### src/design/strap_pkg.sv
// strap_pkg: constants, register map and decode types for the strap mode decoder
// assumes a 20 MHz aclk and a 32-bit axi4-lite register bus
// Function
// - selector 00 selects boundary-scan configuration, functional operation still possible
// - selector 11 selects emulation with functional operation; default when undriven
// - functional mode available under both boundary scan and emulation
// - boot selector 01 boots 8-bit async rom on space one; default
// - boot selector 10 boots 16-bit async rom on space one
// - byte order select 1 means little endian; 0 is reserved
package strap_pkg;

  // ****************************************
  // register map
  // ****************************************
  localparam logic [3:0]  ADDR_MODE   = 4'h0;
  localparam logic [3:0]  ADDR_STRAPS = 4'h4;
  localparam logic [3:0]  ADDR_CTRL   = 4'h8;

  // ****************************************
  // strap codes and reset values
  // ****************************************
  localparam logic [1:0]  DBG_SCAN     = 2'h0;
  localparam logic [1:0]  DBG_EMUL     = 2'h3;
  localparam logic [1:0]  DBG_RESET    = 2'h3;
  localparam logic [1:0]  BOOT_EMUL    = 2'h0;
  localparam logic [1:0]  BOOT_ROM8    = 2'h1;
  localparam logic [1:0]  BOOT_ROM16   = 2'h2;
  localparam logic [1:0]  BOOT_RESET   = 2'h1;
  localparam logic        ORDER_RESET  = 1'b1;
  localparam logic [1:0]  RESP_OKAY    = 2'h0;
  localparam logic [1:0]  RESP_SLVERR  = 2'h2;

  // mode register fields
  localparam int          F_SCAN   = 0;
  localparam int          F_EMUL   = 1;
  localparam int          F_FUNC   = 2;
  localparam int          F_BEMU   = 3;
  localparam int          F_ROM    = 4;
  localparam int          F_W16    = 5;
  localparam int          F_LE     = 6;
  localparam int          F_BAD    = 7;

  typedef enum logic [1:0] {
    DBG_MODE_SCAN = 2'h0,
    DBG_MODE_EMUL = 2'h1,
    DBG_MODE_BAD  = 2'h3
  } dbg_mode_t;

endpackage : strap_pkg

### src/design/strap_mode_decoder.sv
// strap_mode_decoder: latches strap pins during reset, decodes operating modes
// assumes strap inputs synchronous to aclk; registers over axi4-lite
//
// Implementation choices: the AXI4-Lite interface to the registers and the address map.
module strap_mode_decoder (
  input  wire logic        aclk,
  input  wire logic        aresetn,
  input  wire logic [1:0]  debug_mode_select,
  input  wire logic [1:0]  boot_mode_select,
  input  wire logic        byte_order_select,
  input  wire logic        test_port_reset,
  input  wire logic [3:0]  s_axi_awaddr,
  input  wire logic        s_axi_awvalid,
  output logic             s_axi_awready,
  input  wire logic [31:0] s_axi_wdata,
  input  wire logic [3:0]  s_axi_wstrb,
  input  wire logic        s_axi_wvalid,
  output logic             s_axi_wready,
  output logic [1:0]       s_axi_bresp,
  output logic             s_axi_bvalid,
  input  wire logic        s_axi_bready,
  input  wire logic [3:0]  s_axi_araddr,
  input  wire logic        s_axi_arvalid,
  output logic             s_axi_arready,
  output logic [31:0]      s_axi_rdata,
  output logic [1:0]       s_axi_rresp,
  output logic             s_axi_rvalid,
  input  wire logic        s_axi_rready,
  output logic             boundary_scan_mode,
  output logic             emulation_mode,
  output logic             functional_enable,
  output logic             emulation_boot,
  output logic             rom_boot,
  output logic             rom_width_16,
  output logic             little_endian,
  output logic             strap_error
);
  import strap_pkg::*;

  // ****************************************
  // strap capture
  // ****************************************
  // straps follow the pins while reset is low and freeze on release
  logic [1:0] dbg_q;
  logic [1:0] boot_q;
  logic       order_q;
  logic       func_off_q;

  always_ff @(posedge aclk) begin
    if (!aresetn) begin
      dbg_q <= debug_mode_select;
    end
  end

  always_ff @(posedge aclk) begin
    if (!aresetn) begin
      boot_q <= boot_mode_select;
    end
  end

  // a reserved order code is still captured so that it can be flagged
  always_ff @(posedge aclk) begin
    if (!aresetn) begin
      order_q <= byte_order_select;
    end
  end

  // ****************************************
  // decode
  // ****************************************
  dbg_mode_t dbg_mode;
  assign dbg_mode = (dbg_q == DBG_SCAN) ? DBG_MODE_SCAN :
                    (dbg_q == DBG_EMUL) ? DBG_MODE_EMUL : DBG_MODE_BAD;

  wire scan_d  = (dbg_mode == DBG_MODE_SCAN);
  wire emul_d  = (dbg_mode == DBG_MODE_EMUL);
  // functional run under either debug selection unless software parks it
  wire func_d  = (scan_d | emul_d) & ~func_off_q;
  wire bemu_d  = (boot_q == BOOT_EMUL);
  wire rom_d   = (boot_q == BOOT_ROM8) | (boot_q == BOOT_ROM16);
  wire w16_d   = (boot_q == BOOT_ROM16);
  wire le_d    = order_q;
  // reserved codes are flagged, never given a mode of their own
  wire dbg_rsvd   = (dbg_mode == DBG_MODE_BAD);
  wire boot_rsvd  = ~bemu_d & ~rom_d;
  wire order_rsvd = ~order_q;
  wire bad_d   = dbg_rsvd | boot_rsvd | order_rsvd;

  wire [7:0] mode_word;
  assign mode_word = {bad_d, le_d, w16_d, rom_d, bemu_d, func_d, emul_d, scan_d};

  // ****************************************
  // mode outputs
  // ****************************************
  // one flop per pin, cleared in reset so no stale mode shows early
  always_ff @(posedge aclk) begin
    if (!aresetn) begin
      boundary_scan_mode <= 1'b0;
    end else begin
      boundary_scan_mode <= mode_word[F_SCAN];
    end
  end

  always_ff @(posedge aclk) begin
    if (!aresetn) begin
      emulation_mode <= 1'b0;
    end else begin
      emulation_mode <= mode_word[F_EMUL];
    end
  end

  always_ff @(posedge aclk) begin
    if (!aresetn) begin
      functional_enable <= 1'b0;
    end else begin
      functional_enable <= mode_word[F_FUNC];
    end
  end

  always_ff @(posedge aclk) begin
    if (!aresetn) begin
      emulation_boot <= 1'b0;
    end else begin
      emulation_boot <= mode_word[F_BEMU];
    end
  end

  always_ff @(posedge aclk) begin
    if (!aresetn) begin
      rom_boot <= 1'b0;
    end else begin
      rom_boot <= mode_word[F_ROM];
    end
  end

  always_ff @(posedge aclk) begin
    if (!aresetn) begin
      rom_width_16 <= 1'b0;
    end else begin
      rom_width_16 <= mode_word[F_W16];
    end
  end

  always_ff @(posedge aclk) begin
    if (!aresetn) begin
      little_endian <= 1'b0;
    end else begin
      little_endian <= mode_word[F_LE];
    end
  end

  always_ff @(posedge aclk) begin
    if (!aresetn) begin
      strap_error <= 1'b0;
    end else begin
      strap_error <= mode_word[F_BAD];
    end
  end

  // ****************************************
  // axi4-lite write channel
  // ****************************************
  logic       aw_held_q;
  logic       w_held_q;
  logic [3:0] aw_addr_q;
  logic       w_bit_q;
  logic       w_en_q;

  wire aw_fire = s_axi_awvalid & s_axi_awready;
  wire w_fire  = s_axi_wvalid & s_axi_wready;
  wire aw_have = aw_held_q | aw_fire;
  wire w_have  = w_held_q | w_fire;
  wire [3:0] wr_addr = aw_held_q ? aw_addr_q : s_axi_awaddr;
  wire       wr_bit  = w_held_q ? w_bit_q : s_axi_wdata[0];
  wire       wr_en   = w_held_q ? w_en_q : s_axi_wstrb[0];
  wire       wr_go   = aw_have & w_have & ~s_axi_bvalid;
  wire       wr_ctrl = (wr_addr == ADDR_CTRL);
  wire       wr_ok   = wr_ctrl | (wr_addr == ADDR_MODE) | (wr_addr == ADDR_STRAPS);

  // a taken side drops its ready until the response has gone
  wire       awready_d  = ~aw_have & ~s_axi_awready & ~s_axi_bvalid;
  wire       wready_d   = ~w_have & ~s_axi_wready & ~s_axi_bvalid;
  wire       aw_held_d  = aw_have & ~wr_go;
  wire       w_held_d   = w_have & ~wr_go;
  wire [3:0] aw_addr_d  = aw_fire ? s_axi_awaddr : aw_addr_q;
  wire       w_bit_d    = w_fire ? s_axi_wdata[0] : w_bit_q;
  wire       w_en_d     = w_fire ? s_axi_wstrb[0] : w_en_q;

  always_ff @(posedge aclk) begin
    if (!aresetn) begin
      s_axi_awready <= 1'b0;
      s_axi_wready  <= 1'b0;
    end else begin
      s_axi_awready <= awready_d;
      s_axi_wready  <= wready_d;
    end
  end

  always_ff @(posedge aclk) begin
    if (!aresetn) begin
      aw_held_q <= 1'b0;
      w_held_q  <= 1'b0;
    end else begin
      aw_held_q <= aw_held_d;
      w_held_q  <= w_held_d;
    end
  end

  always_ff @(posedge aclk) begin
    if (!aresetn) begin
      aw_addr_q <= 4'h0;
      w_bit_q   <= 1'b0;
      w_en_q    <= 1'b0;
    end else begin
      aw_addr_q <= aw_addr_d;
      w_bit_q   <= w_bit_d;
      w_en_q    <= w_en_d;
    end
  end

  // ****************************************
  // write response
  // ****************************************
  // the response stands until the master takes it
  wire       bvalid_d   = wr_go | (s_axi_bvalid & ~s_axi_bready);
  wire [1:0] wr_resp    = wr_ok ? RESP_OKAY : RESP_SLVERR;
  wire [1:0] bresp_d    = wr_go ? wr_resp : s_axi_bresp;

  always_ff @(posedge aclk) begin
    if (!aresetn) begin
      s_axi_bvalid <= 1'b0;
    end else begin
      s_axi_bvalid <= bvalid_d;
    end
  end

  always_ff @(posedge aclk) begin
    if (!aresetn) begin
      s_axi_bresp <= RESP_OKAY;
    end else begin
      s_axi_bresp <= bresp_d;
    end
  end

  // ****************************************
  // control register
  // ****************************************
  // only bit 0 is kept; the park holds until cleared or reset
  wire       ctrl_hit   = wr_go & wr_ctrl & wr_en;
  wire       func_off_d = ctrl_hit ? wr_bit : func_off_q;

  always_ff @(posedge aclk) begin
    if (!aresetn) begin
      func_off_q <= 1'b0;
    end else begin
      func_off_q <= func_off_d;
    end
  end

  // ****************************************
  // axi4-lite read channel
  // ****************************************
  // address decoded straight off the bus; data latched on the handshake
  wire        rd_mode   = (s_axi_araddr == ADDR_MODE);
  wire        rd_straps = (s_axi_araddr == ADDR_STRAPS);
  wire        rd_ctrl   = (s_axi_araddr == ADDR_CTRL);
  wire        rd_ok     = rd_mode | rd_straps | rd_ctrl;
  wire [31:0] mode_rd   = {24'h00_0000, mode_word};
  wire [31:0] straps_rd = {27'h000_0000, order_q, boot_q, dbg_q};
  wire [31:0] ctrl_rd   = {31'h0000_0000, func_off_q};
  // unmapped offsets read as zero with an error response
  wire [31:0] rd_mux    = rd_mode   ? mode_rd   :
                          rd_straps ? straps_rd :
                          rd_ctrl   ? ctrl_rd   : 32'h0000_0000;
  wire        ar_fire   = s_axi_arvalid & s_axi_arready;
  // no ready while read data waits, so one read at most is open
  wire        arready_d = s_axi_arvalid & ~s_axi_arready & ~s_axi_rvalid;
  wire        rvalid_d  = ar_fire | (s_axi_rvalid & ~s_axi_rready);
  wire [31:0] rdata_d   = ar_fire ? rd_mux : s_axi_rdata;
  wire [1:0]  rd_resp   = rd_ok ? RESP_OKAY : RESP_SLVERR;
  wire [1:0]  rresp_d   = ar_fire ? rd_resp : s_axi_rresp;

  always_ff @(posedge aclk) begin
    if (!aresetn) begin
      s_axi_arready <= 1'b0;
    end else begin
      s_axi_arready <= arready_d;
    end
  end

  always_ff @(posedge aclk) begin
    if (!aresetn) begin
      s_axi_rvalid <= 1'b0;
    end else begin
      s_axi_rvalid <= rvalid_d;
    end
  end

  always_ff @(posedge aclk) begin
    if (!aresetn) begin
      s_axi_rdata <= 32'h0000_0000;
      s_axi_rresp <= RESP_OKAY;
    end else begin
      s_axi_rdata <= rdata_d;
      s_axi_rresp <= rresp_d;
    end
  end

  // ****************************************
  // test-port reset
  // ****************************************
  // observed only; scan depends on the board leaving it at its pulldown
  wire unused_tpr = test_port_reset;

endmodule : strap_mode_decoder

### config.mk
export PLATFORM = sky130hd
export DESIGN_NAME = strap_mode_decoder
export DESIGN_NICKNAME = d
export VERILOG_FILES = /design/src/design/strap_pkg.sv /design/src/design/strap_mode_decoder.sv
export SDC_FILE = /design/constraint.sdc
export NUM_CORES = 1
export LEC_CHECK = 0
export BUFFER_PORTS_ARGS = -buffer_cell sky130_fd_sc_hd__buf_4
export CAP_MARGIN = 0
export CORE_AREA = 2 2 86 55
export CTS_BUF_LIST = sky130_fd_sc_hd__clkbuf_8
export DETAILED_ROUTE_END_ITERATION = 8
export DIE_AREA = 0 0 88 57
export PLACE_DENSITY = 0.87
export SYNTH_ARGS = -nofsm -noshare
export SYNTH_HDL_FRONTEND = slang
export SYNTH_SLANG_ARGS = --single-unit
### constraint.sdc
create_clock -name aclk -period 1.5 [get_ports aclk]
set_input_delay 0.225 -clock aclk [delete_from_list [all_inputs] [get_ports aclk]]
set_output_delay 0.225 -clock aclk [all_outputs]
set_load 0.05 [all_outputs]
# Word-level counts from Yosys, hierarchy flattened
# Index checks and enable logic that the tools add are counted.
[totals]
reg_bits = 63
[op_classes]
n_eq_ne = 9
muxes = 10
bitwise = 45
n_reduce_logical = 5
[op_table]
columns = ["op", "count"]
rows = [
  ["$and 1x1->1", 19],
  ["$not 1->1", 14],
  ["$or 1x1->1", 12],
  ["$eq 4x3->1 const B", 2],
  ["$eq 4x4->1 const B", 2],
  ["$logic_not 4->1", 2],
  ["$mux 2", 4],
  ["$mux 8", 1],
  ["$eq 2x2->1 const B", 3],
  ["$logic_not 2->1", 3],
  ["$mux 5", 1],
  ["$eq 2x1->1 const B", 2],
  ["$mux 4", 1],
  ["$mux 1", 3],
]

# Logic depth before layout (Yosys ltp)
[depth]
depth_word = 7
depth_mapped = 6
mapped_depth_nobuf = 6

# Worst setup path after synthesis
# No wires, ideal clock.
[synth_timing]
kind = "reg-to-reg"
start = "register s_axi_wready"
end = "register func_off_q"
arrival_ns = 1.813
required_ns = 1.430
setup_slack_ns = -0.383
stages_incl_launch_ff = 5
synth_period_minus_slack_ns = 1.883
path_cell_list = "dfxtp_1 a21oi_2 or4_1 or3_1 a21oi_1"
[synth_via]
elab_chain_cells = 6
[synth_rtl]
columns = ["element", "line_no", "rtl"]
rows = [
  ["from (decl)", "strap_mode_decoder.sv:18", "output logic s_axi_wready,"],
  ["from (signal assigned)", "strap_mode_decoder.sv:195", "s_axi_wready <= wready_d;"],
  ["$and 1x1->1", "strap_mode_decoder.sv:170", "wire w_fire = s_axi_wvalid & s_axi_wready;"],
  ["$or 1x1->1", "strap_mode_decoder.sv:172", "wire w_have = w_held_q | w_fire;"],
  ["$and 1x1->1 (2 in a row)", "strap_mode_decoder.sv:176", "wire wr_go = aw_have & w_have & ~s_axi_bvalid;"],
  ["$and 1x1->1 (2 in a row)", "strap_mode_decoder.sv:249", "wire ctrl_hit = wr_go & wr_ctrl & wr_en;"],
  ["to (signal assigned)", "strap_mode_decoder.sv:256", "func_off_q <= func_off_d;"],
  ["to (decl)", "strap_mode_decoder.sv:47", "logic func_off_q;"],
]
# Every way passes these cells.
# A chain may end at the register's enable or synchronous reset.

# Final worst setup path
[layout_timing]
start = "register w_held_q"
end = "register func_off_q"
[layout_via]
elab_chain_cells = 5
elab_cells_between_ends = 7
[layout_rtl]
columns = ["element", "line_no", "rtl"]
rows = [
  ["from (decl)", "strap_mode_decoder.sv:164", "logic w_held_q;"],
  ["from (signal assigned)", "strap_mode_decoder.sv:205", "w_held_q <= w_held_d;"],
  ["$or 1x1->1", "strap_mode_decoder.sv:172", ""],
  ["$and 1x1->1 (2 in a row)", "strap_mode_decoder.sv:176", ""],
  ["$and 1x1->1 (2 in a row)", "strap_mode_decoder.sv:249", ""],
]
# Parallel ways exist; a longest one is shown, timed or not.

==> metrics.md <==
| Metric | Value |
|---|---|
| Distinct cells, synth | 30 |
| Ys flop type | dfxtp_1 |
| TritonCTS clock tree | built |
| H-tree depth | 2 |
| Sequential share of power | 47.6% |
| HP Class | in -> reg |
| Gpl congestion | 0.7966 |
| Dpl hpwl | 2.688 mm |
| Ports | 106 |
| Synth top area share | 39.88% |
| Crit path arrival time | 1.70 ns |
| Final slew viol count | 0 |
| Count leader, synth | dfxtp_1 |
| DIE HEIGHT | 57 um |
| FMAX | 0.6717 GHz |
| Worst reg-to-reg setup slack | 0.01 ns |
| Hold depth | 1 |
| Root buffer cell | clkbuf_8 |
| Worst setup EP type | flop |
| R2r worst-path depth | 5 |
| Hold path startpoint | byte_order_select |
| Final Util | 48.97% |
| Vias in the first global route | 1171 |
| WL/cell | 11.53 um |
| Period utilization | 99.26% |
| Antenna Cells | 0 |
| Hold_buf cts | 0 |
| Largest net degree at the start of global routing | 16 |
| Largest stage delay on the critical path | 0.42 ns |
| CTS clk-pin slew, worst paths | 0.07 ns |
| Critical path cell sequence | buf_4 > mux2i_1 > or4_4 > or3_1 > a21oi_1 |
| Synthesized area per cell | 9.450 um2 |
| Gr usage total | 13.96% |
| Setup ws final | 0.01117 ns |
| Port-buffer cells | 44 |
| Max Clock Skew | 0.005881 ns |
| Critical Path RT | 1.71 ns |
| Pleak | 0.9359 nW |
| Max-Cap Viols | 0 |
| Horiz. Die Dim | 88 um |
| Reg2reg start | w_held_q |
| Die area | 0.005016 mm2 |
| Initial Utilization | 37.34% |
| Area contributors post-synth | dfxtp_1, buf_4, edfxtp_1 |
| Residual DRC | 0 |
| # setup viols final | 0 |
| Synthesized instance count | 170 |
| Area Overhead vs Synth | 31.15% |
| Worst setup SP type | flop |
| Final design area excluding fillers | 0.002107 mm2 |
| Clock Tree Buf Depth | 2 |
| Nets | 290 |
| Power Dens Cells | 1100 mW/mm2 |
| RSZ-0062 raised after global routing | yes |
| Total net switching power | 0.7320 mW |
| CP max FO | 2 |
| Status | completed |
| Grt total ovfl | 0 |
| Setup TNS | 0 ns |
| Clock latency at the later pin of the worst-skew pair | 0.28 ns |
| Asr flop ratio synth | 0% |
| Final hold violation count | 0 |
| Post-Place Cell Area | 0.002004 mm2 |
| Core footprint | 0.004303 mm2 |
| Combinational cell fraction of total power | 23.2% |
| Routed WL | 3.368 mm |
| Worst R2R End | func_off_q |
| CTS sink count | 37 |
| Via density per instance | 4.380 |
| Critical path's slowest cell | or4_4 |
| Post-synthesis sequential area ratio | 49.22% |
| Sw Share | 31.59% |
| Worst ir drop on vdd | 380.0 uV |
| Post-Syn Area | 0.001607 mm2 |
| YS warnings | 0 |
| Top post-synthesis cells by count | dfxtp_1, buf_4, nand2_1 |
| Worst Hold End | le_d |
| Yosys top cell by area | dfxtp_1 |
| Critical path type | reg -> reg |
| DP Cell Count | 283 |
| DR iter-0 viols | 34 |
| EDFF count, synth | 5 |
| Antenna violations before repair | 0 |
| Post-Place Worst Slack | -0.07481 ns |
| Post-Layout Cell Count | 292 |
| Tot Pwr | 2.317 mW |
| Final min period | 1.489 ns |
| Clock power share | 29.1% |
| Hold_ws | 0.1177 ns |
| Layout cells sized above 1 | 31.00% |
| FF+latch count, synth | 37 |
| Global-route wire length before repair | 5.340 mm |
| Num rows | 19 |
| Vias | 1279 |
| Antenna viol nets, final | 0 |
| TritonCTS buffer count | 5 |
| Pre-Repair DR Iteration Count | 4 |
| Pint | 1.585 mW |
==> flip-flops by register name, indices dropped and copies added, names as in the netlist, 2 cells and up <==
signal       flops
aw_addr_q        4
dbg_q            2
boot_q           2
s_axi_rdata      8
==> power groups by stage <==
stage          clock network, mW  logic (mW)  registers (mW)
2_1_floorplan                  0       0.303            1.24
3_3_place_gp                   0       0.522            1.12
3_5_place_dp                   0       0.530            1.13
4_1_cts                    0.694       0.536            1.10
5_1_grt                    0.755       0.573            1.11
6_report                   0.675       0.538            1.10
==> critical path: cells and delay by family (launching register included) <==
| kind | cells | cell delay (ns) |
|---|---|---|
| muxes | 1 | 0.12 |
| and+or+nand+nor | 2 | 0.73 |
| DFF | 1 | 0.32 |
| AOI/OAI and AO/OA | 1 | 0.12 |
| buffers and inverters | 1 | 0.13 |
==> cells in the final DEF, fill, tap and decap left out, types with 5 or more instances in the layout <==
master and instances:
buf_4 56, dfxtp_1 27, conb_1 26, nand2_1 17
a21oi_1 14, nor2_1 9, inv_1 8, nor3_1 8
nand3_1 7, and2_1 6, clkbuf_8 6, ha_1 5
edfxtp_1 5
==> layout make-up <==
type                       count  area (um2)
clock inverter                 2       7.507
inverter                       6       22.52
sequential                    37       802.0
multi-input combinational    122       693.2
clock buffer                   6       82.58
tap                           63       78.83
fill                         414        2196
timing repair buffer          56       420.4
==> layer usage <==
| metal | global-route usage (%) | up-vias | part of all wire, % |
|---|---|---|---|
| li1 | - | 652 | - |
| met1 | 19.03 | 581 | 47 |
| met2 | 20.78 | 44 | 45 |
| met3 | 6.223 | 2 | 7.2 |
| met4 | 2.637 | 0 | 0.42 |
| met5 | 0 | - | 0 |
==> how the worst max path moves through the flow <==
| stage | start | endpoint | slack (ns) | depth (start not counted) |
|---|---|---|---|---|
| after global placement | w_held_q | func_off_q | -0.01 | 4 |
| after floorplan | s_axi_awready | func_off_q | -0.04 | 4 |
| after CTS | w_held_q | func_off_q | 0.007 | 5 |
| after detailed placement | w_held_q | func_off_q | -0.07 | 4 |
| after global routing | w_held_q | func_off_q | -0.03 | 5 |
| final | w_held_q | func_off_q | 0.01 | 5 |
==> timing repair <==
| action | 4_1_cts | 5_1_grt |
|---|---|---|
| setup buffers | 1 | 0 |
| gates resized for setup | 1 | 1 |
| pin swaps | 3 | 0 |
| endpoints found under the setup margin | 1 | 1 |
==> cells by family after synthesis <==
family | after synthesis | share of synthesized area, %
AOI/OAI and AO/OA | 30 | 11.92
adders and majority gates | 5 | 3.894
buffers and inverters | 36 | 14.56
DFF | 37 | 49.22
muxes | 4 | 2.492
other | 1 | 0.2334
and+or+nand+nor | 57 | 17.68
Note: power is estimated with default switching activity, not from simulation.
